## src/hdl/agcl_pkg.sv

```systemverilog
// register map and field layout of the gain loop control bank
package agcl_pkg;
  // register indices; byte address is four times the index
  localparam logic [7:0] IDX_CTRL = 8'h14;
  localparam logic [7:0] IDX_CNT_LO = 8'h15;
  localparam logic [7:0] IDX_CNT_HI = 8'h16;
  localparam logic [7:0] IDX_IC_A = 8'h17;
  localparam logic [7:0] IDX_IC_B = 8'h18;
  localparam logic [7:0] IDX_RB_A = 8'h19;
  localparam logic [7:0] IDX_RB_B = 8'h1a;
  // loop_control fields
  localparam int BIT_ALWAYS_ON = 1;
  localparam int BIT_RELOAD = 2;
  localparam int BIT_HOLD = 3;
  localparam int SHIFT_LSB = 4;
  localparam int SHIFT_MSB = 5;
  localparam logic [7:0] RST_CTRL = 8'h02;
  localparam logic [7:0] RST_BYTE = 8'h00;
  localparam logic [15:0] RST_COUNT = 16'h0000;
  localparam int IC_W = 8;
endpackage : agcl_pkg

```

## src/hdl/agcl_regs.sv

```systemverilog
// gain loop control registers, window counter and channel integrators
//
// Design decision made here: the AHB-Lite register port.
module agcl_regs #(
  parameter int INT_W = 16,
  parameter int ERR_W = 12
) (
  input wire logic hclk,
  input wire logic hresetn,
  input wire logic hsel,
  input wire logic [31:0] haddr,
  input wire logic [1:0] htrans,
  input wire logic hwrite,
  input wire logic [2:0] hsize,
  input wire logic [31:0] hwdata,
  input wire logic hready,
  output logic [31:0] hrdata,
  output logic hreadyout,
  output logic hresp,
  input wire logic loop_enable_pin,
  input wire logic signed [ERR_W-1:0] err_a,
  input wire logic signed [ERR_W-1:0] err_b,
  output logic [INT_W-1:0] gain_a,
  output logic [INT_W-1:0] gain_b,
  output logic loop_active
);

  // ----------------------------------------------------------------
  // helpers
  // ----------------------------------------------------------------
  function automatic logic [INT_W-1:0] ic_word(
    input logic [agcl_pkg::IC_W-1:0] ic
  );
    ic_word = {ic, {(INT_W-agcl_pkg::IC_W){1'b0}}};
  endfunction : ic_word

  function automatic logic [INT_W-1:0] step(
    input logic [INT_W-1:0] cur,
    input logic signed [ERR_W-1:0] e,
    input logic [1:0] sh
  );
    logic signed [ERR_W-1:0] d;
    logic signed [INT_W+1:0] sum;
    // arithmetic shift keeps the sign of the error; the sum saturates
    // at both ends so a large error cannot wrap the gain around
    d = e >>> sh;
    sum = $signed({2'b00, cur}) + {{(INT_W+2-ERR_W){d[ERR_W-1]}}, d};
    if (sum[INT_W+1])
      step = '0;
    else if (sum[INT_W])
      step = '1;
    else
      step = sum[INT_W-1:0];
  endfunction : step

  // ----------------------------------------------------------------
  // channel integrator state
  // ----------------------------------------------------------------
  // declared ahead of the bus logic, whose readback mux samples it
  logic [INT_W-1:0] integ_r [2];
  logic [INT_W-1:0] integ_nxt [2];

  // ----------------------------------------------------------------
  // bus slave state
  // ----------------------------------------------------------------
  logic wr_pend_r, wr_pend_nxt;
  logic [7:0] wr_idx_r, wr_idx_nxt;
  logic [7:0] rdata_r, rdata_nxt;
  logic [7:0] ctrl_r, ctrl_nxt;
  logic [15:0] count_r, count_nxt;
  logic [7:0] ic_a_r, ic_a_nxt;
  logic [7:0] ic_b_r, ic_b_nxt;
  logic accept;
  logic [7:0] a_idx;

  assign accept = hsel && htrans[1] && hready;
  assign a_idx = haddr[9:2];
  // zero wait states: no transfer is ever stretched
  assign hreadyout = 1'b1;
  assign hresp = 1'b0;
  assign hrdata = {24'h00_0000, rdata_r};

  // read data is captured at the address phase edge, so a readback
  // byte is one snapshot of the integrator
  always_comb
  begin
    wr_pend_nxt = accept && hwrite;
    wr_idx_nxt = accept ? a_idx : wr_idx_r;
    rdata_nxt = rdata_r;
    if (accept && !hwrite)
    begin
      unique case (a_idx)
        agcl_pkg::IDX_CTRL: rdata_nxt = ctrl_r;
        agcl_pkg::IDX_CNT_LO: rdata_nxt = count_r[7:0];
        agcl_pkg::IDX_CNT_HI: rdata_nxt = count_r[15:8];
        agcl_pkg::IDX_IC_A: rdata_nxt = ic_a_r;
        agcl_pkg::IDX_IC_B: rdata_nxt = ic_b_r;
        agcl_pkg::IDX_RB_A: rdata_nxt = integ_r[0][INT_W-1 -: 8];
        agcl_pkg::IDX_RB_B: rdata_nxt = integ_r[1][INT_W-1 -: 8];
        default: rdata_nxt = 8'h00;
      endcase
    end
  end

  always_ff @(posedge hclk or negedge hresetn)
  begin
    if (!hresetn)
    begin
      wr_pend_r <= 1'b0;
      wr_idx_r <= 8'h00;
      rdata_r <= 8'h00;
    end
    else
    begin
      wr_pend_r <= wr_pend_nxt;
      wr_idx_r <= wr_idx_nxt;
      rdata_r <= rdata_nxt;
    end
  end

  // ----------------------------------------------------------------
  // writable registers
  // ----------------------------------------------------------------
  // a write lands at the edge that closes its data phase; read-only
  // and unmapped indices are dropped
  always_comb
  begin
    ctrl_nxt = ctrl_r;
    count_nxt = count_r;
    ic_a_nxt = ic_a_r;
    ic_b_nxt = ic_b_r;
    if (wr_pend_r)
    begin
      unique case (wr_idx_r)
        agcl_pkg::IDX_CTRL: ctrl_nxt = {2'b00, hwdata[5:1], 1'b0};
        agcl_pkg::IDX_CNT_LO: count_nxt[7:0] = hwdata[7:0];
        agcl_pkg::IDX_CNT_HI: count_nxt[15:8] = hwdata[7:0];
        agcl_pkg::IDX_IC_A: ic_a_nxt = hwdata[7:0];
        agcl_pkg::IDX_IC_B: ic_b_nxt = hwdata[7:0];
        default: ;
      endcase
    end
  end

  always_ff @(posedge hclk or negedge hresetn)
  begin
    if (!hresetn)
    begin
      ctrl_r <= agcl_pkg::RST_CTRL;
      count_r <= agcl_pkg::RST_COUNT;
      ic_a_r <= agcl_pkg::RST_BYTE;
      ic_b_r <= agcl_pkg::RST_BYTE;
    end
    else
    begin
      ctrl_r <= ctrl_nxt;
      count_r <= count_nxt;
      ic_a_r <= ic_a_nxt;
      ic_b_r <= ic_b_nxt;
    end
  end

  // ----------------------------------------------------------------
  // enable pin synchroniser
  // ----------------------------------------------------------------
  logic [2:0] sync_r, sync_nxt;
  logic en_r, en_nxt;
  logic en_rise;

  // a level counts only once the second and third stages agree; the
  // settled level rests low after reset like the idle pin, so reset
  // never fakes a rise
  always_comb
  begin
    sync_nxt = {sync_r[1:0], loop_enable_pin};
    en_nxt = (sync_r[1] == sync_r[2]) ? sync_r[2] : en_r;
  end

  assign en_rise = en_nxt && !en_r;

  always_ff @(posedge hclk or negedge hresetn)
  begin
    if (!hresetn)
    begin
      sync_r <= 3'b000;
      en_r <= 1'b0;
    end
    else
    begin
      sync_r <= sync_nxt;
      en_r <= en_nxt;
    end
  end

  // ----------------------------------------------------------------
  // active window
  // ----------------------------------------------------------------
  logic [15:0] win_r, win_nxt;
  logic active_r, active_nxt;
  logic activate;

  always_comb
  begin
    win_nxt = win_r;
    if (ctrl_r[agcl_pkg::BIT_ALWAYS_ON])
    begin
      // the counter rests at zero, so clearing the bit ends the run
      win_nxt = 16'h0000;
      active_nxt = 1'b1;
    end
    else
    begin
      // a rise inside a running window reloads the count without a
      // fresh activation; a count of zero never opens a window
      if (en_rise)
        win_nxt = count_r;
      else if (win_r != 16'h0000)
        win_nxt = win_r - 16'h0001;
      active_nxt = (win_nxt != 16'h0000);
    end
  end

  assign activate = active_nxt && !active_r;
  assign loop_active = active_r;

  always_ff @(posedge hclk or negedge hresetn)
  begin
    if (!hresetn)
    begin
      win_r <= 16'h0000;
      active_r <= 1'b0;
    end
    else
    begin
      win_r <= win_nxt;
      active_r <= active_nxt;
    end
  end

  // ----------------------------------------------------------------
  // channel integrators
  // ----------------------------------------------------------------
  logic signed [ERR_W-1:0] err [2];
  logic [INT_W-1:0] ic [2];
  logic [1:0] shift;
  logic reload;

  assign err[0] = err_a;
  assign err[1] = err_b;
  assign ic[0] = ic_word(ic_a_r);
  assign ic[1] = ic_word(ic_b_r);
  assign shift = ctrl_r[agcl_pkg::SHIFT_MSB:agcl_pkg::SHIFT_LSB];
  assign reload = activate && ctrl_r[agcl_pkg::BIT_RELOAD];

  always_comb
  begin
    // hold outranks both the activation reload and the loop step
    for (int c = 0; c < 2; c++)
    begin
      if (ctrl_r[agcl_pkg::BIT_HOLD])
        integ_nxt[c] = ic[c];
      else if (reload)
        integ_nxt[c] = ic[c];
      else if (active_r)
        integ_nxt[c] = step(integ_r[c], err[c], shift);
      else
        integ_nxt[c] = integ_r[c];
    end
  end

  always_ff @(posedge hclk or negedge hresetn)
  begin
    if (!hresetn)
    begin
      integ_r[0] <= '0;
      integ_r[1] <= '0;
    end
    else
    begin
      integ_r[0] <= integ_nxt[0];
      integ_r[1] <= integ_nxt[1];
    end
  end

  // ----------------------------------------------------------------
  // outputs
  // ----------------------------------------------------------------
  assign gain_a = integ_r[0];
  assign gain_b = integ_r[1];

endmodule : agcl_regs

```

## config.mk

```make
export PLATFORM = sky130hd
export DESIGN_NAME = agcl_regs
export DESIGN_NICKNAME = d
export VERILOG_FILES = /design/src/hdl/agcl_pkg.sv /design/src/hdl/agcl_regs.sv
export SDC_FILE = /design/constraint.sdc
export NUM_CORES = 1
export LEC_CHECK = 0
export BUFFER_PORTS_ARGS = -buffer_cell sky130_fd_sc_hd__buf_2
export CAP_MARGIN = 5
export CORE_ASPECT_RATIO = 1.2
export CORE_MARGIN = 5
export CORE_UTILIZATION = 55
export DETAILED_ROUTE_END_ITERATION = 16
export PLACE_DENSITY = 0.85
export REMOVE_ABC_BUFFERS = 1
export SYNTH_ARGS = -nofsm -noshare
export SYNTH_HDL_FRONTEND = slang
export SYNTH_SLANG_ARGS = --single-unit
export TNS_END_PERCENT = 50
```

## constraint.sdc

```tcl
create_clock -name hclk -period 12.1 [get_ports hclk]
set_input_delay 1.815 -clock hclk [delete_from_list [all_inputs] [get_ports hclk]]
set_output_delay 1.815 -clock hclk [all_outputs]
set_load 0.1 [all_outputs]
```

# == Word-level counts from Yosys, hierarchy flattened ==
# Cells that the tools add are included.
# Widths: inputs -> output; s select.
# totals
regBits,107
inputBits,99
output_inout_bits,67
word_cells,67
# op_classes
n_addsub,3
eq_ne,13
n_shift,2
mux,17
reduce_logical,18
# op_table
op,count
$mux 16,14
$eq 8x5->1 const B,12
$pmux 8 s7,1
$add 17x12->18,2
$reduce_bool 16->1,2
$sshr 12x2->12,2
$sub 16x1->16 const B,1
$reduce_and 2->1,5
$logic_and 1x1->1,7
$logic_not 1->1,3
$reduce_bool 3->1,1
$mux 1,2
$eq 1x1->1,1

# == Logic depth before layout (Yosys ltp) ==
# Gate-level depths: netlist of the first run.
# logic_depth
ltp_word,11
mapped_depth,15
mapped_depth_nobuf,12

# == Least setup slack after synthesis of the first run ==
# OpenSTA, ideal clock, no wires.
# synth_path
kind,input to register
start,in err_a[4]
end,"reg integ_r, in the netlist gain_a[14]"
setup_time_ns,0.127
t_arrival_ns,5.016
t_required_ns,11.973
slack_ns,6.957
cell_stages,11
path_cell_list,mux4_2 > ha_1 > a211oi_1 > nor3b_1 > o32ai_1 > o21ai_1 > o41ai_1 > mux2i_1 > clkbuf_1 > a21oi_1 > a221o_1
# synth_between
elab_chain_cells,7
# synth_rtl
element,line_no,rtl
"start, declared",agcl_regs.sv:21,"input wire logic signed [ERR_W-1:0] err_a,"
$sshr 12x2->12 (*),agcl_regs.sv:46,d = e >>> sh;
$add 17x12->18 (*),agcl_regs.sv:47,"sum = $signed({2'b00, cur}) + {{(INT_W+2-ERR_W){d[ERR_W-1]}}, d};"
$mux 16,agcl_regs.sv:50,else if (sum[INT_W])
$mux 16 (*),agcl_regs.sv:48,if (sum[INT_W+1])
$mux 16 (*),agcl_regs.sv:264,else if (active_r)
$mux 16 (*),agcl_regs.sv:262,else if (reload)
$mux 16 (*),agcl_regs.sv:260,if (ctrl_r[agcl_pkg::BIT_HOLD])
"end, declared",agcl_regs.sv:60,logic [INT_W-1:0] integ_r [2];
# Every way passes the cells marked *; elsewhere a longest branch is shown, timed or not. The select of a mux whose other input is x is not followed.
# A chain may end at the register's enable or synchronous reset.

# == Worst setup path after layout of the first run ==
# layout_path
start,in err_a[4]
end,"reg integ_r, in the netlist gain_a[15]"
# The elaborated chain is that of the path after synthesis.

==> metrics.md, run 1 <==
| Metric | Value |
|---|---|
| Status | `complete, no violations` |
| Worst hold endpoint | `sync_r[1]` |
| Inserted Clock Buffers | `9` |
| DRT Wirelength | `19700 um` |
| First-pass GRT wire length | `32300 um` |
| TritonCTS clock tree | `yes` |
| Num rows | `47` |
| DRC errors left | `0` |
| Async S/R FF share, synth | `100%` |
| Most Crowded Layer GR | `met2` |
| Pleak | `4.03 nW` |
| RSZ-0062 raised after global routing | `no` |
| Post-cts hold buffer count | `0` |
| Synthesized area per cell | `9.93 um2` |
| Initial antenna violation count | `0` |
| Worst r2r src | `ctrl_r[5]` |
| R2r endpoint | `gain_a[15]` |
| Die height | `139 um` |
| Share of layout cells above drive strength 1 | `23.6%` |
| CP arrival | `5.62 ns` |
| Placer Congestion | `0.944` |
| Hold path depth | `0` |
| Fmax | `186 MHz` |
| Clk_lat worst skew | `0.36 ns` |
| Die area | `16300 um2` |
| CTS Buffer Depth | `2` |
| Largest net degree at the start of global routing | `57` |
| DRT antenna net count | `0` |
| Synth Flop Type | `dfrtp_1` |
| M1 GR Usage | `28.6%` |
| Final Hold Violating Endpoints | `0` |
| Setup CP Type | `input port to flop` |
| R2R Setup Slk | `7.43 ns` |
| Hold Path Class | `flop to flop` |
| Fillers | `1131` |
| Post-synth EDFFs | `0` |
| Final Max Tran Viols | `0` |
| Least-Margin Pin Slew | `0.975 ns` |
| Final setup violation count | `0` |
| Die X | `118 um` |
| Slew headroom | `33.1%` |
| Met2 Usage GRT | `41.0%` |
| Min-delay src | `sync_r[0]` |
| Synth unique cells | `82` |
| MaxCap Viol Count | `0` |
| Register area share after synthesis | `35.1%` |
| Crit end category | `flop` |
| Global-route usage over all layers | `24.0%` |
| Total congestion overflow | `0` |
| Peak VDD IR | `0.0697 mV` |
| Post-DR wirelength/cell | `19.4 um` |
| Post-CTS setup buffers | `0` |
| DP Wirelength | `14800 um` |
| Post-route minimum period | `5.38 ns` |
| Met3 GRT Util | `5.06%` |
| Post-synthesis instance total | `768` |
| Root Buffer | `clkbuf_16` |
| Area Growth Syn to Fin | `10.2%` |
| Synth Register Bits | `107` |
| Fin crit share | `44.4%` |
| Synth Warn # | `0` |
| 1st-iter DRT viols | `602` |
| Vias per cell | `6.38` |
| Initial Util | `55.7%` |
| Clock skew | `0.00896 ns` |
| Setup WS post-layout | `6.72 ns` |
| Number of global-route vias before repair | `6356` |
| Required time of the critical path | `12.34 ns` |
| H-tree Lvls | `3` |
| IO buf count | `87` |
| PwrDens | `115 nW/um2` |
| Setup crit start kind | `input port` |
| Clock transition at the registers of the reported paths | `0.07 ns` |
| CP max FO | `16` |
| Cell area after synthesis | `7630 um2` |
| Total Neg Setup Slack | `0 ns` |
| Post-layout net count | `976` |
| Pre-CTS setup slack | `6.49 ns` |
| Top Ports | `166` |
| Initial DRT Pass Iterations | `5` |
| Core ar. | `13700 um2` |
| Clock sink count | `107` |
| Via count | `6481` |
| Cts repair resizes | `0` |
| FF-to-FF path depth | `11` |
==> worst max-delay path by stage <==
stage                     startpoint          to  slack [ns]  cells past startpoint
after floorplan             err_a[4]  gain_a[13]        6.67                     10
after global placement      err_a[4]  gain_a[15]        6.56                     12
after detailed placement    err_a[4]  gain_a[15]        6.49                     12
after CTS                   err_a[4]  gain_a[15]        6.87                     12
after global routing        err_a[4]  gain_a[15]        6.57                     12
final                       err_a[4]  gain_a[15]        6.72                     12
==> routing by layer <==
layer | vias up | wire length, um
met5 | - | 0
met4 | 0 | 886
met3 | 52 | 1270
met2 | 276 | 9820
met1 | 3129 | 7740
li1 | 3024 | -
==> where the power goes <==
| group | total (mW) | internal [mW] | switching [mW] |
|---|---|---|---|
| clock | 0.324 | 0.187 | 0.136 |
| combinational | 0.254 | 0.0790 | 0.175 |
| sequential | 0.393 | 0.373 | 0.0192 |
| total | 0.970 | 0.640 | 0.330 |
==> cells in the mapped netlist, types with 5 or more instances <==
master	count	area (um2)
ha_1	36	450
a21oi_1	36	180
o21bai_1	7	52.6
dfrtp_1	106	2650
o2bb2ai_1	10	87.6
clkbuf_1	20	75.1
a31oi_1	12	75.1
mux2_2	46	518
nor3b_1	8	60.1
o31ai_1	5	37.5
nand2_1	50	188
o2bb2ai_2	7	105
inv_1	28	105
nor3_1	18	90.1
buf_4	26	195
mux2i_1	12	120
nor4_1	8	50.1
o21ai_0	36	180
o21a_1	6	45.0
nor2_1	63	236
a22o_1	9	78.8
xnor2_1	17	149
a22oi_1	6	45.0
or4_1	5	37.5
or3_1	8	50.1
buf_1	7	26.3
a211oi_1	9	67.6
o211ai_1	10	75.1
mux4_2	16	360
a21o_1	7	52.6
xor2_1	9	78.8
a221o_1	13	130
nand3_1	11	55.1
==> worst max-delay path, cell delays in order <==
cell and delay [ns]:
buf_2 0.12, mux4_2 0.51, ha_1 0.31, a211oi_1 0.37, nor3b_1 0.15, o32ai_1 0.52
o21ai_1 0.22, o41ai_1 0.54, mux2i_1 0.26, buf_4 0.27, a21o_1 0.18, or3b_1 0.35
==> cells in the final DEF (no fill, tap or decap), drive strengths merged, types with 8 or more instances in the layout <==
| cell type | instances |
|---|---|
| dfrtp | 106 |
| buf | 93 |
| nor2 | 63 |
| nand2 | 50 |
| mux2 | 46 |
| o21ai | 41 |
| a21oi | 36 |
| ha | 36 |
| inv | 29 |
| conb | 26 |
| nor3 | 18 |
| xnor2 | 17 |
| o2bb2ai | 17 |
| mux4 | 16 |
| a221o | 13 |
| a31oi | 12 |
| mux2i | 12 |
| nand3 | 11 |
| a211oi | 11 |
| o211ai | 10 |
| clkbuf | 10 |
| nor4 | 10 |
| xor2 | 9 |
| a22o | 9 |
| nor3b | 8 |
| or3 | 8 |
| or4 | 8 |
==> state kept, by name, summed over array words and instances (netlist names) <==
name,count
count_r,16
gain_a,16
gain_b,16
win_r,16
ic_a_r,8
ic_b_r,8
rdata_r,8
wr_idx_r,8
ctrl_r,5
sync_r,3
en_r,1
loop_active,1
wr_pend_r,1
==> cells by family (layout without fill, tap and decap cells) <==
logic type / Yosys count / after routing / synth area share [%]
buf+inv: 87 / 139 / 5.95
mux: 74 / 74 / 13.1
xor+xnor: 26 / 26 / 2.98
fa+ha+maj: 39 / 39 / 6.56
other cells: 2 / 27 / 0.0984
flops: 107 / 107 / 35.1
simple gates: 217 / 217 / 15.2
compound gates: 216 / 216 / 21.1
==> area by class of cell <==
class,instances,area [um2],share of cell area [%]
Timing Repair Buffer,93,483,5.74
Tap cell,171,214,2.54
Inverter,30,113,1.34
Clock inverter,6,87.6,1.04
Clock buffer,10,239,2.84
Sequential cell,107,2680,31.9
Multi-Input combinational cell,598,4590,54.6
Antenna cell,1,2.50,0.0298
==> stage by stage <==
| stage | instance area (um2) | util [%] | hold WS [ns] | cells | total power, mW |
|---|---|---|---|---|---|
| floorplan | 7380 | - | 0.331 | 735 | 0.588 |
| global placement | 8080 | 59.0 | 0.343 | 999 | 0.644 |
| detailed placement | 8080 | 59.0 | 0.344 | 999 | 0.649 |
| CTS | 8410 | 61.4 | 0.368 | 1015 | 0.973 |
| global route | 8410 | 61.4 | 0.370 | 1015 | 1.01 |
| finish | 8410 | 61.4 | 0.368 | 1016 | 0.970 |
Power figures use the tool's default switching activity.
==> run 2: changes to the inputs <==
--- a/config.mk
+++ b/config.mk
@@ -9,9 +9,9 @@
 export CAP_MARGIN = 5
 export CORE_ASPECT_RATIO = 1.2
 export CORE_MARGIN = 5
-export CORE_UTILIZATION = 55
+export CORE_UTILIZATION = 50
 export DETAILED_ROUTE_END_ITERATION = 16
-export PLACE_DENSITY = 0.85
+export PLACE_DENSITY = 0.81
 export REMOVE_ABC_BUFFERS = 1
 export SYNTH_ARGS = -nofsm -noshare
 export SYNTH_HDL_FRONTEND = slang
==> constraint.sdc (replaced) <==
create_clock -name hclk -period 4.9 [get_ports hclk]
set_input_delay 0.735 -clock hclk [delete_from_list [all_inputs] [get_ports hclk]]
set_output_delay 0.735 -clock hclk [all_outputs]
set_load 0.1 [all_outputs]
==> metrics.md, run 2 (same netlist as run 1, synthesis figures left out) <==
| Metric | Value |
|---|---|
| TritonCTS clock tree | `yes` |
| Max incr delay on CP | `0.79 ns (+0.25 ns)` |
| Post-CTS setup buffers | `0 (unchanged)` |
| Inserted Clock Buffers | `9 (unchanged)` |
| H-tree Lvls | `3 (unchanged)` |
| Total congestion overflow | `0 (unchanged)` |
| R2R Setup Slk | `0.46 ns (-6.97 ns)` |
| Commonest non-fill, non-tap cell in the layout | `dfrtp_1` |
| Via count | `6466 (-0.23%)` |
| Fin crit share | `90.7%` |
| Global-route usage over all layers | `22.6% (-1.4 points)` |
| Die X | `123 um (+4.5%)` |
| Crit end category | `flop` |
| Pre-CTS setup slack | `0.491 ns (-6.00 ns)` |
| Non-Filler Instances | `1054 (+3.7%)` |
| Hold Path Class | `flop to flop` |
| Setup CP Type | `flop to flop` |
| Setup crit start kind | `flop` |
| Die height | `145 um (+4.5%)` |
| M1 GR Usage | `27.5% (-1.1 points)` |
| DRT Wirelength | `20000 um (+1.3%)` |
| Fillers | `1293 (+14%)` |
| Cells along the critical path | `mux4_2 -> ha_1 -> a211oi_1 -> nor3b_1 -> o32ai_1 -> o21ai_1 -> o41ai_1 -> mux2i_1 -> buf_4 -> a21o_1 -> or3b_1` |
| Slew headroom | `38.9% (+5.7 points)` |
| Initial antenna violation count | `1 (+1)` |
| Number of global-route vias before repair | `6358 (+0.031%)` |
| Met3 GRT Util | `4.32% (-0.74 points)` |
| Fmax | `225 MHz` |
| Total Neg Setup Slack | `0 ns (unchanged)` |
| Clock skew | `0.0110 ns (+0.00204 ns)` |
| Peak VDD IR | `0.172 mV (+150%)` |
| Slowest cell on the critical path | `dfrtp_1` |
| Worst setup endpoint | `gain_a[15]` |
| R2r endpoint | `gain_a[15]` |
| Final Hold Violating Endpoints | `0 (unchanged)` |
| Post-route minimum period | `4.44 ns` |
| Setup WS post-layout | `0.455 ns (-6.27 ns)` |
| Area Growth Syn to Fin | `11.4%` |
| Initial Util | `50.8% (-4.9 points)` |
| Num rows | `49 (+4.3%)` |
| MaxCap Viol Count | `0 (unchanged)` |
| RSZ-0062 raised after global routing | `no` |
| Least-Margin Pin Slew | `0.917 ns (-0.0581 ns)` |
| Vias per cell | `6.13 (-3.8%)` |
| Met2 Usage GRT | `38.0% (-2.9 points)` |
| Share of layout cells above drive strength 1 | `23.9% (+0.30 points)` |
| CP delay by family, top | `compound AO/OA/AOI/OAI gates` |
| PwrDens | `284 nW/um2 (+150%)` |
| CP Launch Point | `ctrl_r[4]` |
| Top Ports | `166 (unchanged)` |
| Pleak | `4.06 nW (+0.56%)` |
| Clock sink count | `107 (unchanged)` |
| Worst r2r src | `ctrl_r[4]` |
| Die area | `17800 um2 (+9.2%)` |
| DRC errors left | `0 (unchanged)` |
| First-pass GRT wire length | `32300 um (+0.13%)` |
| CP arrival | `4.69 ns (-0.93 ns)` |
| Post-DR wirelength/cell | `19.0 um (-2.3%)` |
| Clk_lat worst skew | `0.37 ns (about the same)` |
| Post-layout util | `56.6% (-4.8 points)` |
| Clock transition at the registers of the reported paths | `0.08 ns (about the same)` |
| DRT antenna net count | `0 (unchanged)` |
| Post-cts hold buffer count | `0 (unchanged)` |
| CP max FO | `14 (-2)` |
| Most frequent cells in the layout | `dfrtp_1 (106), buf_2 (86), nor2_1 (63)` |
| Placer Congestion | `0.954 (+1.1%)` |
| Root Buffer | `clkbuf_16` |
| Final Max Tran Viols | `0 (unchanged)` |
| Most Crowded Layer GR | `met2` |
| Final setup violation count | `0 (unchanged)` |
| Post-layout net count | `982 (+0.61%)` |
| Core ar. | `15000 um2 (+9.6%)` |
| CTS Buffer Depth | `2 (unchanged)` |
| Cts repair resizes | `0 (unchanged)` |
| DP Wirelength | `15100 um (+2.0%)` |
| Hold Worst Slack | `0.354 ns (-0.0145 ns)` |
| Critical Path Stages | `11 (-1)` |
| Initial DRT Pass Iterations | `6 (+1)` |
| FF-to-FF path depth | `11 (unchanged)` |
| IO buf count | `87 (unchanged)` |
| Required time of the critical path | `5.15 ns (-7.19 ns)` |
| Largest net degree at the start of global routing | `73 (+28%)` |
| Status | `complete, no violations` |
| Antenna Cells | `0 (-1)` |
| Placed insts | `1038 (+3.9%)` |
| 1st-iter DRT viols | `532 (-12%)` |
| Crit path buf inv count | `1 (-1)` |
## run 2: worst reg2reg max path, cell delays in order (launching register included)
cell,delay (ns)
dfrtp_1,0.79
mux4_2,0.64
ha_1,0.31
a211oi_1,0.34
nor3b_1,0.12
o32ai_1,0.56
o21ai_1,0.24
o41ai_1,0.36
mux2i_1,0.30
buf_4,0.21
a21o_1,0.10
or3b_1,0.35
## run 2: routing by layer
metal  wire [um]  part of all wire, %  vias up
met5           7                0.035        -
met4         871                  4.4        2
met3        1290                  6.4       56
met2        9910                   50      235
met1        7910                   40     3147
li1            -                    -     3026
## run 2: through the flow
stage | area, um2 | power, mW
2_1_floorplan | 7380 | 1.45
3_3_place_gp | 8170 | 1.60
3_5_place_dp | 8170 | 1.61
4_1_cts | 8500 | 2.42
5_1_grt | 8500 | 2.52
6_report | 8500 | 2.41
## run 2: worst min path at each step
stage,startpoint,to,cells past startpoint
2_1_floorplan,sync_r[0],sync_r[1],0
3_3_place_gp,sync_r[0],sync_r[1],0
3_5_place_dp,sync_r[0],sync_r[1],0
4_1_cts,sync_r[0],sync_r[1],0
5_1_grt,sync_r[0],sync_r[1],0
6_report,sync_r[0],sync_r[1],0
## run 2: cell type report
| class | instances | area [um2] | area share, % |
|---|---|---|---|
| multi-input cells | 598 | 4590 | 54.0 |
| clock buffers | 11 | 243 | 2.86 |
| flip-flops and latches | 107 | 2680 | 31.5 |
| inverters | 30 | 113 | 1.32 |
| clock inverters | 5 | 85.1 | 1.00 |
| well taps | 204 | 255 | 3.00 |
| repair buffers | 99 | 541 | 6.36 |
## run 2: where the power goes
group,switching [mW],leakage (nW),internal (mW)
combinational,0.432,2.52,0.199
sequential,0.0491,1.38,0.922
clock,0.347,0.156,0.465
==> run 3: changes to the inputs <==
--- a/config.mk
+++ b/config.mk
@@ -8,7 +8,6 @@
 export BUFFER_PORTS_ARGS = -buffer_cell sky130_fd_sc_hd__buf_2
 export CAP_MARGIN = 5
 export CORE_ASPECT_RATIO = 1.2
-export CORE_MARGIN = 5
 export CORE_UTILIZATION = 50
 export DETAILED_ROUTE_END_ITERATION = 16
 export PLACE_DENSITY = 0.81
==> metrics.md, run 3 (same netlist as run 1, synthesis figures left out) <==
| Metric | Value |
|---|---|
| Post-layout net count | `982 (unchanged)` |
| Hold path depth | `0 (unchanged)` |
| Fin crit share | `91.3% (+0.56 points)` |
| Post-cts hold buffer count | `0 (unchanged)` |
| Fmax | `224 MHz (-0.61%)` |
| DRT Wirelength | `19500 um (-2.2%)` |
| Slew headroom | `45.4% (+6.6 points)` |
| Least-Margin Pin Slew | `0.818 ns (-0.0987 ns)` |
| Cts repair resizes | `0 (unchanged)` |
| Min-delay src | `sync_r[0]` |
| Post-DR wirelength/cell | `18.5 um (-2.2%)` |
| IO buf count | `87 (unchanged)` |
| Antenna Cells | `0 (unchanged)` |
| H-tree Lvls | `3 (unchanged)` |
| Pleak | `4.06 nW (about the same)` |
| Final instance area | `8500 um2 (about the same)` |
| Peak VDD IR | `0.133 mV (-23%)` |
| Global-route usage over all layers | `25.6% (+2.9 points)` |
| FF-to-FF path depth | `11 (unchanged)` |
| Core ar. | `15000 um2 (-0.41%)` |
| Vias per cell | `6.12 (-0.26%)` |
| Share of layout cells above drive strength 1 | `23.8% (-0.12 points)` |
| Clock skew | `0.00905 ns (-0.00195 ns)` |
| DP Wirelength | `14800 um (-1.4%)` |
| Post-route minimum period | `4.47 ns (+0.0272 ns)` |
| Clock transition at the registers of the reported paths | `0.07 ns (about the same)` |
| Most frequent cells in the layout | `dfrtp_1 (106), buf_2 (86), nor2_1 (63)` |
| Root Buffer | `clkbuf_16` |
| Commonest non-fill, non-tap cell in the layout | `dfrtp_1` |
| Placement Cell Area | `8160 um2 (-0.15%)` |
| Max incr delay on CP | `0.67 ns (-0.12 ns)` |
| RSZ-0062 raised after global routing | `no` |
| Inserted Clock Buffers | `9 (unchanged)` |
| Violated checks | `design-rule violations` |
| Worst hold endpoint | `sync_r[1]` |
| 1st-iter DRT viols | `434 (-18%)` |
| Final Max Tran Viols | `0 (unchanged)` |
| Setup CP Type | `flop to flop` |
| Status | `complete, but fails checks` |
| Clock sink count | `107 (unchanged)` |
| Die X | `115 um (-6.5%)` |
| Top Ports | `166 (unchanged)` |
| Worst r2r src | `ctrl_r[4]` |
| Setup crit start kind | `flop` |
| DRC errors left | `2 (+2)` |
| Final Hold Violating Endpoints | `0 (unchanged)` |
| Post-CTS setup buffers | `0 (unchanged)` |
| Cells along the critical path | `mux4_2 -> ha_1 -> a211oi_1 -> nor3b_1 -> o32ai_1 -> o21ai_1 -> o41ai_1 -> mux2i_1 -> buf_4 -> a21o_1 -> or3b_1` |
| Via count | `6449 (-0.26%)` |
| DRT antenna net count | `0 (unchanged)` |
| Crit end category | `flop` |
| Largest net degree at the start of global routing | `65 (-11%)` |
| Area Growth Syn to Fin | `11.4% (about the same)` |
| CP arrival | `4.70 ns (about the same)` |
| Hold Path Class | `flop to flop` |
| Die height | `137 um (-5.5%)` |
| Placer Congestion | `0.915 (-4.1%)` |
| Fillers | `1311 (+1.4%)` |
| Initial DRT Pass Iterations | `12 (+6)` |
| PwrDens | `286 nW/um2 (+0.75%)` |
| Die area | `15800 um2 (-12%)` |
| First-pass GRT wire length | `30900 um (-4.4%)` |
| Total congestion overflow | `0 (unchanged)` |
| Clk_lat worst skew | `0.36 ns (about the same)` |
| Number of global-route vias before repair | `6148 (-3.3%)` |
| Initial antenna violation count | `0 (-1)` |
| R2R Setup Slk | `0.43 ns (-0.03 ns)` |
| Final setup violation count | `0 (unchanged)` |
| CP max FO | `16 (+2)` |
| Num rows | `49 (unchanged)` |
| Initial Util | `51.0% (+0.21 points)` |
| CTS Buffer Depth | `2 (unchanged)` |
| TritonCTS clock tree | `yes` |
| Slowest cell on the critical path | `dfrtp_1` |
| R2r endpoint | `gain_a[15]` |
| Total Neg Setup Slack | `0 ns (unchanged)` |
| MaxCap Viol Count | `0 (unchanged)` |
| Required time of the critical path | `5.13 ns (-0.02 ns)` |
run 3: area by class of cell:
type / instances / area, um2 / share of cell area [%]
Multi-Input combinational cell: 598 / 4590 / 54.0
Timing Repair Buffer: 99 / 528 / 6.21
Inverter: 30 / 113 / 1.33
Tap cell: 204 / 255 / 3.00
Clock inverter: 5 / 103 / 1.21
Clock buffer: 11 / 233 / 2.74
Sequential cell: 107 / 2680 / 31.5
run 3: per-stage QoR:
step | hold slack (ns) | util [%] | cells | setup WS (ns) | total power, mW
CTS | 0.354 | 56.8 | 1054 | 0.440 | 2.44
floorplan | 0.331 | - | 735 | 0.165 | 1.45
detailed placement | 0.339 | 54.6 | 1038 | 0.392 | 1.61
global route | 0.367 | 56.8 | 1054 | 0.176 | 2.53
global placement | 0.336 | 54.6 | 1038 | 0.497 | 1.60
finish | 0.353 | 56.8 | 1054 | 0.428 | 2.43
run 3: report_power, final:
| part | leakage, nW | total [mW] | internal (mW) | switching [mW] |
|---|---|---|---|---|
| sequential | 1.38 | 0.969 | 0.922 | 0.0464 |
| combinational | 2.52 | 0.631 | 0.198 | 0.433 |
| clock | 0.160 | 0.830 | 0.499 | 0.331 |
| total | 4.06 | 2.43 | 1.62 | 0.811 |
run 3: how the worst max path moves through the flow:
stage               from    endpoint  slack [ns]  cells after the start
2_1_floorplan  ctrl_r[4]  gain_a[13]        0.17                     10
3_3_place_gp    err_a[4]  gain_a[15]        0.50                     12
3_5_place_dp    err_a[4]  gain_a[15]        0.39                     12
4_1_cts        ctrl_r[4]  gain_a[15]        0.44                     11
5_1_grt        ctrl_r[4]  gain_a[15]        0.18                     12
6_report       ctrl_r[4]  gain_a[15]        0.43                     11
run 3: critical path: cells and delay by family, from the launching register on:
kind                     cells  cell delay [ns]
AO/OA/AOI/OAI                5             1.72
adder cells (fa/ha/maj)      1             0.33
buffers and inverters        1             0.26
flip-flops                   1             0.67
multiplexers                 2             0.86
AND/OR/NAND/NOR              2             0.50
run 3: layer usage:
metal  global-route usage, %  part of all wire, %  up-vias
li1                        -                    -     3026
met1                    29.8                   41     3152
met2                    45.2                   50      219
met3                    3.65                  4.9       52
met4                    14.4                  4.3        0
met5                       0                    0        -
